## config.mk

```make
export PLATFORM = sky130hd
export DESIGN_NAME = toc_timer
export DESIGN_NICKNAME = d
export VERILOG_FILES = /design/src/design/toc_pkg.sv /design/src/design/toc_timer.sv /design/src/design/toc_cmp_chan.sv
export SDC_FILE = /design/constraint.sdc
export NUM_CORES = 1
export LEC_CHECK = 0
export BUFFER_PORTS_ARGS = -buffer_cell sky130_fd_sc_hd__buf_4
export CAP_MARGIN = 20
export CORE_MARGIN = 2
export CORE_UTILIZATION = 55
export CTS_CLUSTER_SIZE = 12
export DETAILED_ROUTE_END_ITERATION = 8
export PLACE_DENSITY = 0.75
export SYNTH_ARGS = -nofsm -noshare
export SYNTH_HDL_FRONTEND = slang
export SYNTH_SLANG_ARGS = --single-unit
```

## constraint.sdc

```tcl
create_clock -name CLOCK_I -period 6.4 [get_ports CLOCK_I]
set_clock_uncertainty 0.15 [all_clocks]
set_input_delay 1.28 -clock CLOCK_I [delete_from_list [all_inputs] [get_ports CLOCK_I]]
set_output_delay 1.28 -clock CLOCK_I [all_outputs]
set_load 0.1 [all_outputs]
```

## src/design/toc_pkg.sv

```systemverilog
package toc_pkg;

  // register byte addresses, one aligned word each
  localparam logic [7:0] OFS_CTRL_A = 8'h00;
  localparam logic [7:0] OFS_CTRL_B = 8'h04;
  localparam logic [7:0] OFS_STATUS = 8'h08;
  localparam logic [7:0] OFS_CMP1_HI = 8'h0C;
  localparam logic [7:0] OFS_CMP1_LO = 8'h10;
  localparam logic [7:0] OFS_CMP2_HI = 8'h14;
  localparam logic [7:0] OFS_CMP2_LO = 8'h18;
  localparam logic [7:0] OFS_CNT_HI = 8'h1C;
  localparam logic [7:0] OFS_CNT_LO = 8'h20;
  localparam logic [7:0] OFS_CAP1_HI = 8'h24;
  localparam logic [7:0] OFS_CAP1_LO = 8'h28;
  localparam logic [7:0] OFS_CAP2_HI = 8'h2C;
  localparam logic [7:0] OFS_CAP2_LO = 8'h30;

  // control_reg_a field positions
  localparam int A_LVL1 = 0;
  localparam int A_LVL2 = 1;
  localparam int A_EDGE1 = 2;
  localparam int A_FORCE1 = 3;
  localparam int A_FORCE2 = 4;
  localparam int A_COMPARE_IRQ_ENABLE = 6;
  localparam int A_CAPTURE_IRQ_ENABLE = 7;

  // control_reg_b field positions
  localparam int B_PIN1 = 0;
  localparam int B_PIN2 = 1;
  localparam int B_OPM = 2;
  localparam int B_PWM = 3;
  localparam int B_CLK_LSB = 4;
  localparam int B_EDGE2 = 6;

  // timer_status_reg field positions
  localparam int S_CAPTURE_FLAG_1 = 7;
  localparam int S_COMPARE_FLAG_1 = 6;
  localparam int S_ICF2 = 5;
  localparam int S_COMPARE_FLAG_2 = 4;

  // reset and reload values
  localparam logic [7:0] CTRL_RST = 8'h00;
  localparam logic [7:0] CTRL_A_WMASK = 8'hC7;
  localparam logic [15:0] CMP_RST = 16'h8000;
  localparam logic [15:0] CNT_RST = 16'hFFFC;
  localparam logic [15:0] OPM_CAP = 16'hFFFD;
  localparam logic [2:0] PRE_RST = 3'h0;
  localparam logic [2:0] PRE_DIV2 = 3'h1;
  localparam logic [2:0] PRE_DIV4 = 3'h3;
  localparam logic [2:0] PRE_DIV8 = 3'h7;

  // timer_clock_select encodings
  typedef enum logic [1:0] {
    TOC_DIV2,
    TOC_DIV4,
    TOC_DIV8,
    TOC_EXT
  } toc_clk_e;

endpackage

```

## src/design/toc_timer.sv

```systemverilog
`timescale 1ns/1ps
// Function
// - two 16-bit compare values checked each count
// - compare resets 8000h, only software changes
// - match outside PWM and one-pulse sets flag, drives enabled pin level
// - compare pin latches low during reset
// - flag plus enable plus unmasked requests interrupt
// - flag clears after status read, low access
// - high byte write stops matching until low
// - disabled pin gets no level, flag works
// - divide-by-two sets at count equal compare
// - slower clocks set at compare plus one
// - force copies level, no flag, no interrupt
// - force ignored in one-pulse or PWM
// - one_pulse_select enables one-pulse on channel one
// - trigger edge reloads counter, starts pulse, flags
// - trigger edge may raise capture interrupt
// - capture flag clears after status, low access
// - compare one match ends the pulse
// - one-pulse never sets compare flag one
// - PWM wins over one-pulse when both set
// - no ordinary capture one in one-pulse
// - in one-pulse, channel two flags only, drives no pin
// - counter restarts FFFCh on reset, low write
// - counter clocked by 2, 4, 8 or external
module toc_timer
  import toc_pkg::*;
(
  // clock and reset
  input wire logic CLOCK_I,
  input wire logic RST_N_I,
  // apb slave
  input wire logic PSEL_I,
  input wire logic PENABLE_I,
  input wire logic PWRITE_I,
  input wire logic [7:0] PADDR_I,
  input wire logic [31:0] PWDATA_I,
  output logic [31:0] PRDATA_O,
  output logic PREADY_O,
  output logic PSLVERR_O,
  // timer pins
  input wire logic CAP_IN_1_I,
  input wire logic CAP_IN_2_I,
  input wire logic EXT_CLK_I,
  output logic CMP_PIN_1_O,
  output logic CMP_PIN_2_O,
  output logic CMP_PIN_EN_1_O,
  output logic CMP_PIN_EN_2_O,
  // processor interrupt
  input wire logic IRQ_MASK_I,
  output logic IRQ_O
);

  // all registered state of the timer except the compare values
  typedef struct packed {
    logic [7:0] ctrl_a; // levels, edge, enables
    logic [7:0] ctrl_b; // pin enables, modes, clock
    logic compare_flag_1; // compare flags
    logic compare_flag_2;
    logic capture_flag_1; // capture flags
    logic icf2;
    logic [3:0] arm; // first clear step seen
    logic [15:0] cnt; // free-running counter
    logic [2:0] pre; // prescaler
    logic eval; // counter just advanced
    logic ext_prev; // external clock history
    logic cap_prev1; // capture pin history
    logic cap_prev2;
    logic [15:0] cap1; // capture values
    logic [15:0] cap2;
    logic pin1; // compare pin latches
    logic pin2;
    logic [7:0] prdata; // read data
  } toc_state_s;

  toc_state_s st;
  toc_state_s next_st;

  // bus decode
  logic acc; // access phase
  logic wr; // write completes
  logic rd; // read completes
  logic mapped; // address decodes
  logic [7:0] wbyte; // written byte
  // mode decode
  logic one_pulse_select; // one-pulse active
  logic pwm; // PWM active
  logic plus_one; // slow clock timing
  logic tick; // counter advance
  logic edge1; // capture pin 1 edge
  logic edge2; // capture pin 2 edge
  logic force_wr; // forced transfer write
  // compare channel results
  logic m1;
  logic m2;
  logic [15:0] cmp1;
  logic [15:0] cmp2;
  logic lo1_acc; // channel low-byte accesses
  logic lo2_acc;
  logic cap1_lo_acc;
  logic cap2_lo_acc;
  toc_clk_e clk_sel;

  // bus phase decode
  always_comb begin
    acc = PSEL_I && PENABLE_I;
    wr = acc && PWRITE_I;
    rd = acc && !PWRITE_I;
    wbyte = PWDATA_I[7:0];
    unique case (PADDR_I)
      OFS_CTRL_A, OFS_CTRL_B, OFS_STATUS: mapped = 1'b1;
      OFS_CMP1_HI, OFS_CMP1_LO: mapped = 1'b1;
      OFS_CMP2_HI, OFS_CMP2_LO: mapped = 1'b1;
      OFS_CNT_HI, OFS_CNT_LO: mapped = 1'b1;
      OFS_CAP1_HI, OFS_CAP1_LO: mapped = 1'b1;
      OFS_CAP2_HI, OFS_CAP2_LO: mapped = 1'b1;
      default: mapped = 1'b0;
    endcase
  end

  // low-byte accesses, read or write
  assign lo1_acc = acc && (PADDR_I == OFS_CMP1_LO);
  assign lo2_acc = acc && (PADDR_I == OFS_CMP2_LO);
  assign cap1_lo_acc = acc && (PADDR_I == OFS_CAP1_LO);
  assign cap2_lo_acc = acc && (PADDR_I == OFS_CAP2_LO);

  // mode decode, PWM overrides one-pulse
  assign pwm = st.ctrl_b[B_PWM];
  assign one_pulse_select = st.ctrl_b[B_OPM] && !pwm;
  assign clk_sel = toc_clk_e'(st.ctrl_b[B_CLK_LSB +: 2]);
  assign plus_one = (clk_sel != TOC_DIV2);

  // selected edges on the capture pins
  assign edge1 = (CAP_IN_1_I != st.cap_prev1) && (CAP_IN_1_I == st.ctrl_a[A_EDGE1]);
  assign edge2 = (CAP_IN_2_I != st.cap_prev2) && (CAP_IN_2_I == st.ctrl_b[B_EDGE2]);
  assign force_wr = wr && (PADDR_I == OFS_CTRL_A);

  // timer clock from prescaler or external pin
  always_comb begin
    unique case (clk_sel)
      TOC_DIV2: tick = (st.pre[0] == PRE_DIV2[0]);
      TOC_DIV4: tick = (st.pre[1:0] == PRE_DIV4[1:0]);
      TOC_DIV8: tick = (st.pre == PRE_DIV8);
      TOC_EXT: tick = EXT_CLK_I && !st.ext_prev;
    endcase
  end

  // compare channel one
  toc_cmp_chan u_cmp1 (
    .clk_i(CLOCK_I),
    .rst_n_i(RST_N_I),
    .wr_hi_i(wr && (PADDR_I == OFS_CMP1_HI)),
    .wr_lo_i(wr && (PADDR_I == OFS_CMP1_LO)),
    .wdata_i(wbyte),
    .cnt_i(st.cnt),
    .eval_i(st.eval),
    .plus_one_i(plus_one),
    .value_o(cmp1),
    .match_o(m1)
  );

  // compare channel two
  toc_cmp_chan u_cmp2 (
    .clk_i(CLOCK_I),
    .rst_n_i(RST_N_I),
    .wr_hi_i(wr && (PADDR_I == OFS_CMP2_HI)),
    .wr_lo_i(wr && (PADDR_I == OFS_CMP2_LO)),
    .wdata_i(wbyte),
    .cnt_i(st.cnt),
    .eval_i(st.eval),
    .plus_one_i(plus_one),
    .value_o(cmp2),
    .match_o(m2)
  );

  // next state; clears first so a same-cycle set wins
  always_comb begin
    next_st = st;
    next_st.ext_prev = EXT_CLK_I;
    next_st.cap_prev1 = CAP_IN_1_I;
    next_st.cap_prev2 = CAP_IN_2_I;
    next_st.eval = 1'b0;
    next_st.pre = 3'(st.pre + 3'h1);
    // control writes, force bits never stored
    if (force_wr) begin
      next_st.ctrl_a = wbyte & CTRL_A_WMASK;
    end
    if (wr && (PADDR_I == OFS_CTRL_B)) begin
      next_st.ctrl_b = wbyte;
    end
    // status read arms the flags that are set
    if (rd && (PADDR_I == OFS_STATUS)) begin
      next_st.arm = {st.capture_flag_1, st.compare_flag_1, st.icf2, st.compare_flag_2};
    end
    // second clear step on low-byte access
    if (lo1_acc && st.arm[2]) begin
      next_st.compare_flag_1 = 1'b0;
      next_st.arm[2] = 1'b0;
    end
    if (lo2_acc && st.arm[0]) begin
      next_st.compare_flag_2 = 1'b0;
      next_st.arm[0] = 1'b0;
    end
    if (cap1_lo_acc && st.arm[3]) begin
      next_st.capture_flag_1 = 1'b0;
      next_st.arm[3] = 1'b0;
    end
    if (cap2_lo_acc && st.arm[1]) begin
      next_st.icf2 = 1'b0;
      next_st.arm[1] = 1'b0;
    end
    // counter advance
    if (tick) begin
      next_st.cnt = 16'(st.cnt + 16'h0001);
      next_st.eval = 1'b1;
    end
    // low-byte write restarts the count
    if (wr && (PADDR_I == OFS_CNT_LO)) begin
      next_st.cnt = CNT_RST;
      next_st.pre = PRE_RST;
      next_st.eval = 1'b0;
    end
    // forced transfer, no flag and no interrupt
    if (force_wr && !one_pulse_select && !pwm) begin
      if (wbyte[A_FORCE1] && st.ctrl_b[B_PIN1]) begin
        next_st.pin1 = wbyte[A_LVL1];
      end
      if (wbyte[A_FORCE2] && st.ctrl_b[B_PIN2]) begin
        next_st.pin2 = wbyte[A_LVL2];
      end
    end
    // channel one match
    if (m1) begin
      if (one_pulse_select) begin
        if (st.ctrl_b[B_PIN1]) begin
          next_st.pin1 = st.ctrl_a[A_LVL1];
        end
      end else if (!pwm) begin
        next_st.compare_flag_1 = 1'b1;
        if (st.ctrl_b[B_PIN1]) begin
          next_st.pin1 = st.ctrl_a[A_LVL1];
        end
      end
    end
    // channel two match, no pin in one-pulse
    if (m2 && !pwm) begin
      next_st.compare_flag_2 = 1'b1;
      if (st.ctrl_b[B_PIN2] && !one_pulse_select) begin
        next_st.pin2 = st.ctrl_a[A_LVL2];
      end
    end
    // capture pin two always captures
    if (edge2) begin
      next_st.cap2 = st.cnt;
      next_st.icf2 = 1'b1;
    end
    // capture pin one: trigger or plain capture
    if (edge1) begin
      if (one_pulse_select) begin
        next_st.cnt = CNT_RST;
        next_st.pre = PRE_RST;
        next_st.eval = 1'b0;
        next_st.capture_flag_1 = 1'b1;
        next_st.cap1 = OPM_CAP;
        if (st.ctrl_b[B_PIN1]) begin
          next_st.pin1 = st.ctrl_a[A_LVL2];
        end
      end else if (!pwm) begin
        next_st.cap1 = st.cnt;
        next_st.capture_flag_1 = 1'b1;
      end
    end
    // read data captured in the setup phase
    if (PSEL_I && !PENABLE_I && !PWRITE_I) begin
      unique case (PADDR_I)
        OFS_CTRL_A: next_st.prdata = st.ctrl_a;
        OFS_CTRL_B: next_st.prdata = st.ctrl_b;
        OFS_STATUS: next_st.prdata = {st.capture_flag_1, st.compare_flag_1, st.icf2, st.compare_flag_2, 4'h0};
        OFS_CMP1_HI: next_st.prdata = cmp1[15:8];
        OFS_CMP1_LO: next_st.prdata = cmp1[7:0];
        OFS_CMP2_HI: next_st.prdata = cmp2[15:8];
        OFS_CMP2_LO: next_st.prdata = cmp2[7:0];
        OFS_CNT_HI: next_st.prdata = st.cnt[15:8];
        OFS_CNT_LO: next_st.prdata = st.cnt[7:0];
        OFS_CAP1_HI: next_st.prdata = st.cap1[15:8];
        OFS_CAP1_LO: next_st.prdata = st.cap1[7:0];
        OFS_CAP2_HI: next_st.prdata = st.cap2[15:8];
        OFS_CAP2_LO: next_st.prdata = st.cap2[7:0];
        default: next_st.prdata = 8'h00;
      endcase
    end
  end

  // state register, pins forced low in reset
  always_ff @(posedge CLOCK_I or negedge RST_N_I) begin
    if (!RST_N_I) begin
      st <= '0;
      st.ctrl_a <= CTRL_RST;
      st.ctrl_b <= CTRL_RST;
      st.cnt <= CNT_RST;
      st.pre <= PRE_RST;
    end else begin
      st <= next_st;
    end
  end

  // bus answers with no wait states
  assign PRDATA_O = {24'h000000, st.prdata};
  assign PREADY_O = 1'b1;
  assign PSLVERR_O = acc && !mapped;

  // pins and shared interrupt request
  assign CMP_PIN_1_O = st.pin1;
  assign CMP_PIN_2_O = st.pin2;
  assign CMP_PIN_EN_1_O = st.ctrl_b[B_PIN1];
  assign CMP_PIN_EN_2_O = st.ctrl_b[B_PIN2];
  assign IRQ_O = !IRQ_MASK_I && ((st.ctrl_a[A_COMPARE_IRQ_ENABLE] && (st.compare_flag_1 || st.compare_flag_2))
    || (st.ctrl_a[A_CAPTURE_IRQ_ENABLE] && (st.capture_flag_1 || st.icf2)));
endmodule

```

## src/design/toc_cmp_chan.sv

```systemverilog
`timescale 1ns/1ps
module toc_cmp_chan
  import toc_pkg::*;
(
  // clock and reset
  input wire logic clk_i,
  input wire logic rst_n_i,
  // byte writes from software
  input wire logic wr_hi_i,
  input wire logic wr_lo_i,
  input wire logic [7:0] wdata_i,
  // counter and match timing
  input wire logic [15:0] cnt_i,
  input wire logic eval_i,
  input wire logic plus_one_i,
  // results
  output logic [15:0] value_o,
  output logic match_o
);

  // compare value and high-byte inhibit
  typedef struct packed {
    logic [15:0] value;
    logic inhibit;
  } toc_cmp_s;

  toc_cmp_s st;
  toc_cmp_s next_st;
  logic [15:0] target;

  // only software writes touch the value
  always_comb begin
    next_st = st;
    if (wr_hi_i) begin
      next_st.value[15:8] = wdata_i;
      next_st.inhibit = 1'b1;
    end
    if (wr_lo_i) begin
      next_st.value[7:0] = wdata_i;
      next_st.inhibit = 1'b0;
    end
  end

  // value resets to its documented default
  always_ff @(posedge clk_i or negedge rst_n_i) begin
    if (!rst_n_i) begin
      st <= {CMP_RST, 1'b0};
    end else begin
      st <= next_st;
    end
  end

  // slow clocks match one count later
  assign target = plus_one_i ? 16'(st.value + 16'h0001) : st.value;
  assign match_o = eval_i && !st.inhibit && (cnt_i == target);
  assign value_o = st.value;
endmodule

```

# Word-level counts from Yosys, hierarchy flattened
# Memories as Yosys holds them, arrays and structs flattened.
# Cells that the tools add are included.
# totals
reg_bits,120
romBits,64
in_bits,49
out_inout_bits,39
elab_cells,165
memories,1
# classes
n_addsub,4
n_eq_ne,24
muxes,45
reduce_logical,64
# mem_list
memory,depth,word_bits,rd,rd_clocked_by_memory_dff,wr,line,text
(no name shown),64,1,1,0,0,toc_timer.sv:110,unique case (PADDR_I)
# ops
cell,count
$pmux 8 s13,1
$mux 16,5
$mux 20,3
$add 16x1->16 const B,3
$eq 8x6->1 const B,5
$logic_and 1x1->1,39
$mux 1,33
$eq 16x16->1,2
$eq 8x5->1 const B,4
$reduce_bool 2->1,9
$eq 8x4->1 const B,2
$logic_not 1->1,9
$eq 8x3->1 const B,1
$logic_not 8->1,1
$eq 2x2->1 const B,3
$logic_not 2->1,2
$mux 4,1
$pmux 1 s4,1
$add 3x1->3 const B,1
$eq 3x3->1 const B,1
$logic_or 1x1->1,3
$eq 1x1->1,2
$eq 2x1->1 const B,1
$mux 2,1
other kinds (3),4

# Longest topological paths before layout
# logic_depth
ltp_word,13
ltp_mapped,9
depth_no_buf,8

# Cells and area by module
# Synthesis repeated with hierarchy kept, for this count alone.
# hier_totals
cells_unflattened,791
hier_area_um2,7812.5
# by_module_without_submodules
mod,n_inst,cells_per_inst,area_each_um2,seq_area_each_um2
toc_timer,1,511,5007.3,2169.6
toc_cmp_chan,2,140,1402.6,426.7

# Worst setup path before layout
# OpenSTA, ideal clock, no wires.
# synth_path
kind,input-to-output
start,input PADDR_I[7]
end,output PSLVERR_O
arrival_time_ns,3.003
required_time_ns,4.970
setup_slack_ns,1.967
stages,2
path_buffers,0
cell_sequence,nor2_1 a31oi_1
# synth_via
elab_chain_cells,4
# synth_rtl
element,line,text
"start, declared",toc_timer.sv:36,"input wire logic [7:0] PADDR_I,"
$logic_not 2->1,toc_timer.sv:110,
$mux 1,toc_timer.sv:110,
$logic_not 1->1,toc_timer.sv:310,assign PSLVERR_O = acc && !mapped;
$logic_and 1x1->1,toc_timer.sv:310,
"end, declared",toc_timer.sv:40,"output logic PSLVERR_O,"
# Every way passes these cells.

# Worst setup path in the final report
# layout_path
start,input PENABLE_I
end,output PSLVERR_O
# layout_via
elab_chain_cells,2
# layout_rtl
element,line,text
"start, declared",toc_timer.sv:34,"input wire logic PENABLE_I,"
$logic_and 1x1->1,toc_timer.sv:106,acc = PSEL_I && PENABLE_I;
$logic_and 1x1->1,toc_timer.sv:310,
# Every way passes these cells.

==> metrics.md <==
| Metric | Value |
|---|---|
| Internal power | `~0.0016 W` |
| Fin crit period | `roughly 3.5 ns` |
| TritonCTS clock tree | `built` |
| Seq pwr share | `43.5%` |
| Post-route insts no fill | `900` |
| Inst Count DP | `approximately 870` |
| Largest net degree at the start of global routing | `63` |
| Diode count | `0` |
| Clk pin slew, worst setup/hold paths | `approximately 0.060 ns` |
| Final count of negative-setup-slack endpoints | `0` |
| Sequential-to-total area share from yosys stat | `a little over two fifths` |
| Full die area | `around 14000 µm²` |
| Count of clock tree sinks | `120` |
| WL per Instance | `roughly 23 µm` |
| Leakage | `~3.3 nW` |
| Initial drt markers | `between 800 and 900` |
| Post-synth EDFFs | `0` |
| Worst hold stages | `1` |
| DRC errors left | `0` |
| WP data arrival | `2.04 ns` |
| Synth Area in Compound Gates | `~14%` |
| Longest Clk Path Bufs | `2` |
| Final Max Tran Viols | `0` |
| Period utilisation layout | `54.2%` |
| Port-buffer cells | `38` |
| Maximum vdd ir drop | `approximately 200 µV` |
| Area occupied by multi-input gates | `~3600 µm²` |
| Switching power | `between 0.0008 and 0.0009 W` |
| Slew headroom | `a little under a quarter` |
| Asr flop ratio synth | `between 90% and 100%` |
| Mux contribution to synthesized area | `between 10 and 15%` |
| Gate power share | `19.7%` |
| Yosys reg bits | `between 100 and 150` |
| Rows | `41` |
| Internal reg-to-reg setup slack | `~3.0 ns` |
| Crit path cell chain | `buf_4 > nand2_1 > a31oi_1 > buf_4` |
| R2r worst-path depth | `8` |
| Crit path largest cell delay | `0.31 ns` |
| Hpwl dp | `around 14000 µm` |
| Status | `finished clean` |
| Critical R2R Capture | `CMP_PIN_2_O` |
| HP Start | `st[46]` |
| DIE WIDTH | `117 µm` |
| H-Tree Depth | `4` |
| Root buffer cell | `clkbuf_16` |
| Hold-fix buffers, CTS | `0` |
| Most frequent CP cell | `buf_4` |
| Netlist Area Pre-Place | `7050 µm²` |
| PwrDens | `roughly 310 nW/µm²` |
| Synth Flop Type | `dfrtp_1` |
| Fmax | `just under 300 MHz` |
| Largest family of logic cells by synthesized area | `simple AND/OR/NAND/NOR gates` |
| Avg Cell Area, Syn | `between 9 and 10 µm²` |
| Synth Area in XOR/XNOR | `about 6.5%` |
| Total Wirelength | `a little over 20000 µm` |
| DRT antenna net count | `0` |
| Nets | `just under 800` |
| Crit path max fanout | `7` |
| # Post-CTS Setup Buffers | `0` |
| Number of global-route vias before repair | `roughly 5500` |
| Switching share of total power | `33.4%` |
| Slew @ Worst Pin | `1.15 ns` |
| R2r startpoint | `u_cmp2.value_o[0]` |
| Drt first pass iters | `6` |
| Ports | `88` |
| First-pass GRT wire length | `between 30000 and 40000 µm` |
| GRT Resource Usage Total | `31.5%` |
| Initial Util | `a little under three fifths` |
| Critical path class | `primary input to primary output` |
| Die height | `about 120 µm` |
| Max Cap Viol | `0` |
| Crit path capture type | `primary output` |
| Initial antenna violation count | `0` |
| Hold endpoint | `st[46]` |
| Simple-gate area share of the yosys netlist | `between 10% and 20%` |
| Yosys Warn Count | `0` |
| Total number of vias | `between 5000 and 6000` |
| Final hold slack | `~0.32 ns` |
| Crit path launch type | `primary input` |
| Area grow syn2layout | `10.3%` |
| Layout Utilization | `about three fifths` |
| Netlist cell types | `72` |
| Filler cell count | `1062` |
| Post-Synth Adder-Cell Area | `less than 1%` |
| CP max stage cell | `buf_4` |
| Most frequent cells in the layout | `dfrtp_1 (104), mux2_2 (61), nor2_1 (59)` |
| GRT Residual Overflow | `0` |
| Syn Inst Count | `709` |
| Routability cong. | `between 0.9 and 1` |
| RSZ-0062 raised after global routing | `no` |
| HP Class | `flop to flop` |
| Commonest non-fill, non-tap cell in the layout | `dfrtp_1` |
| Vias per cell | `about 6.5` |
| Seq. cell area | `just over 3000 µm²` |
| Final Hold Viols | `0` |
| Area of the core | `12600 µm²` |
| Proportion of layout cells with a drive suffix above 1 | `between 20 and 25%` |
| Required @ worst endpoint | `a little under 5 ns` |
| Clock share of power | `between 30% and 40%` |
| Post_cts resized | `0` |
| Post-route setup TNS | `0 ns` |
| Clock Latency Late Sink | `0.43 ns` |
| CTS Buf Count | `17` |
## metal layers
| metal | wire length [µm] | up-vias | GRT usage (%) |
|---|---|---|---|
| met5 | 0 | - | 0 |
| met2 | 8960 | 345 | 46.1 |
| met4 | 721 | 0 | 12.5 |
| met1 | 8580 | 2893 | 44.7 |
| li1 | - | 2552 | - |
| met3 | 2180 | 57 | 8.29 |
## worst max-delay path, delay by kind of cell
kind            cells  cell delay, ns
buf+inv             2            0.43
compound gates      1            0.18
simple gates        1            0.15
## Yosys cell counts (all sizes together) (3+ instances only)
cell / number / area share [%]
a21oi: 24 / 1.7
a221oi: 7 / 0.96
a222oi: 12 / 1.7
a22o: 5 / 0.62
a22oi: 23 / 2.4
a31oi: 16 / 1.4
and2: 5 / 0.44
and3: 13 / 1.2
and4: 6 / 0.74
buf: 46 / 4.6
clkbuf: 33 / 1.8
dfrtp: 104 / 37
dfstp: 16 / 6.0
ha: 5 / 0.89
inv: 9 / 0.48
mux2: 61 / 9.7
mux2i: 7 / 0.99
nand2: 50 / 2.7
nand2b: 8 / 0.71
nand3: 23 / 1.6
nand3b: 5 / 0.53
nand4: 13 / 1.2
nor2: 63 / 3.5
nor2b: 7 / 0.62
nor3: 15 / 1.1
nor4: 9 / 1.1
o211ai: 4 / 0.50
o21ai: 23 / 1.6
o32a: 3 / 0.43
or3: 3 / 0.27
or4: 3 / 0.32
or4b: 3 / 0.43
xnor2: 30 / 3.7
xor2: 22 / 2.7
## cells by family after synthesis
kind of cell	after synthesis
AO/OA/AOI/OAI	139
XOR/XNOR	52
adder cells (fa/ha/maj)	5
buffers and inverters	88
flip-flops	120
multiplexers	69
other	2
AND/OR/NAND/NOR	234
## stage by stage
| stage | area [µm²] | worst slack, ns | power [W] |
|---|---|---|---|
| 6_report | 7780 | 2.93 | 0.00245 |
| 5_1_grt | 7780 | 2.88 | 0.00255 |
| 4_1_cts | 7780 | 2.93 | 0.00245 |
| 3_5_place_dp | 7230 | 2.72 | 0.00155 |
| 3_3_place_gp | 7230 | 2.77 | 0.00153 |
| 2_1_floorplan | 7140 | 1.97 | 0.00141 |
## worst max path at each step
stage	from	to	slack, ns	depth (start not counted)
final	PENABLE_I	PSLVERR_O	2.93	4
after global routing	PENABLE_I	PSLVERR_O	2.88	4
after CTS	PENABLE_I	PSLVERR_O	2.93	4
after detailed placement	PADDR_I[4]	CMP_PIN_1_O	2.72	8
after global placement	PADDR_I[4]	u_cmp1.value_o[13]	2.77	5
after floorplan	PADDR_I[7]	PSLVERR_O	1.97	2
## power groups by stage
stage	clock network [W]	registers, W	logic, W
finish	0.000903	0.00107	0.000483
global route	0.000949	0.00107	0.000529
CTS	0.000909	0.00105	0.000485
detailed placement	0	0.00106	0.000483
global placement	0	0.00106	0.000466
floorplan	0	0.000926	0.000487
## layout make-up
cell class                      count  area share [%]
Tap cell                          172            2.76
Clock buffer                       23            5.75
Timing Repair Buffer               43            4.15
Inverter                            9           0.434
Multi-Input combinational cell    524            46.7
Sequential cell                   120            38.8
Clock inverter                      9            1.32
## flip-flops by register name, indices dropped and copies added (netlist names)
| register | flops |
|---|---|
| CMP_PIN_2_O | 1 |
| clk_sel | 2 |
| CMP_PIN_EN_2_O | 1 |
| u_cmp1.st | 1 |
| u_cmp1.value_o | 16 |
| PRDATA_O | 8 |
| st | 71 |
| pwm | 1 |
| u_cmp2.value_o | 16 |
| u_cmp2.st | 1 |
| CMP_PIN_1_O | 1 |
| CMP_PIN_EN_1_O | 1 |
Power figures use the tool's default switching activity.
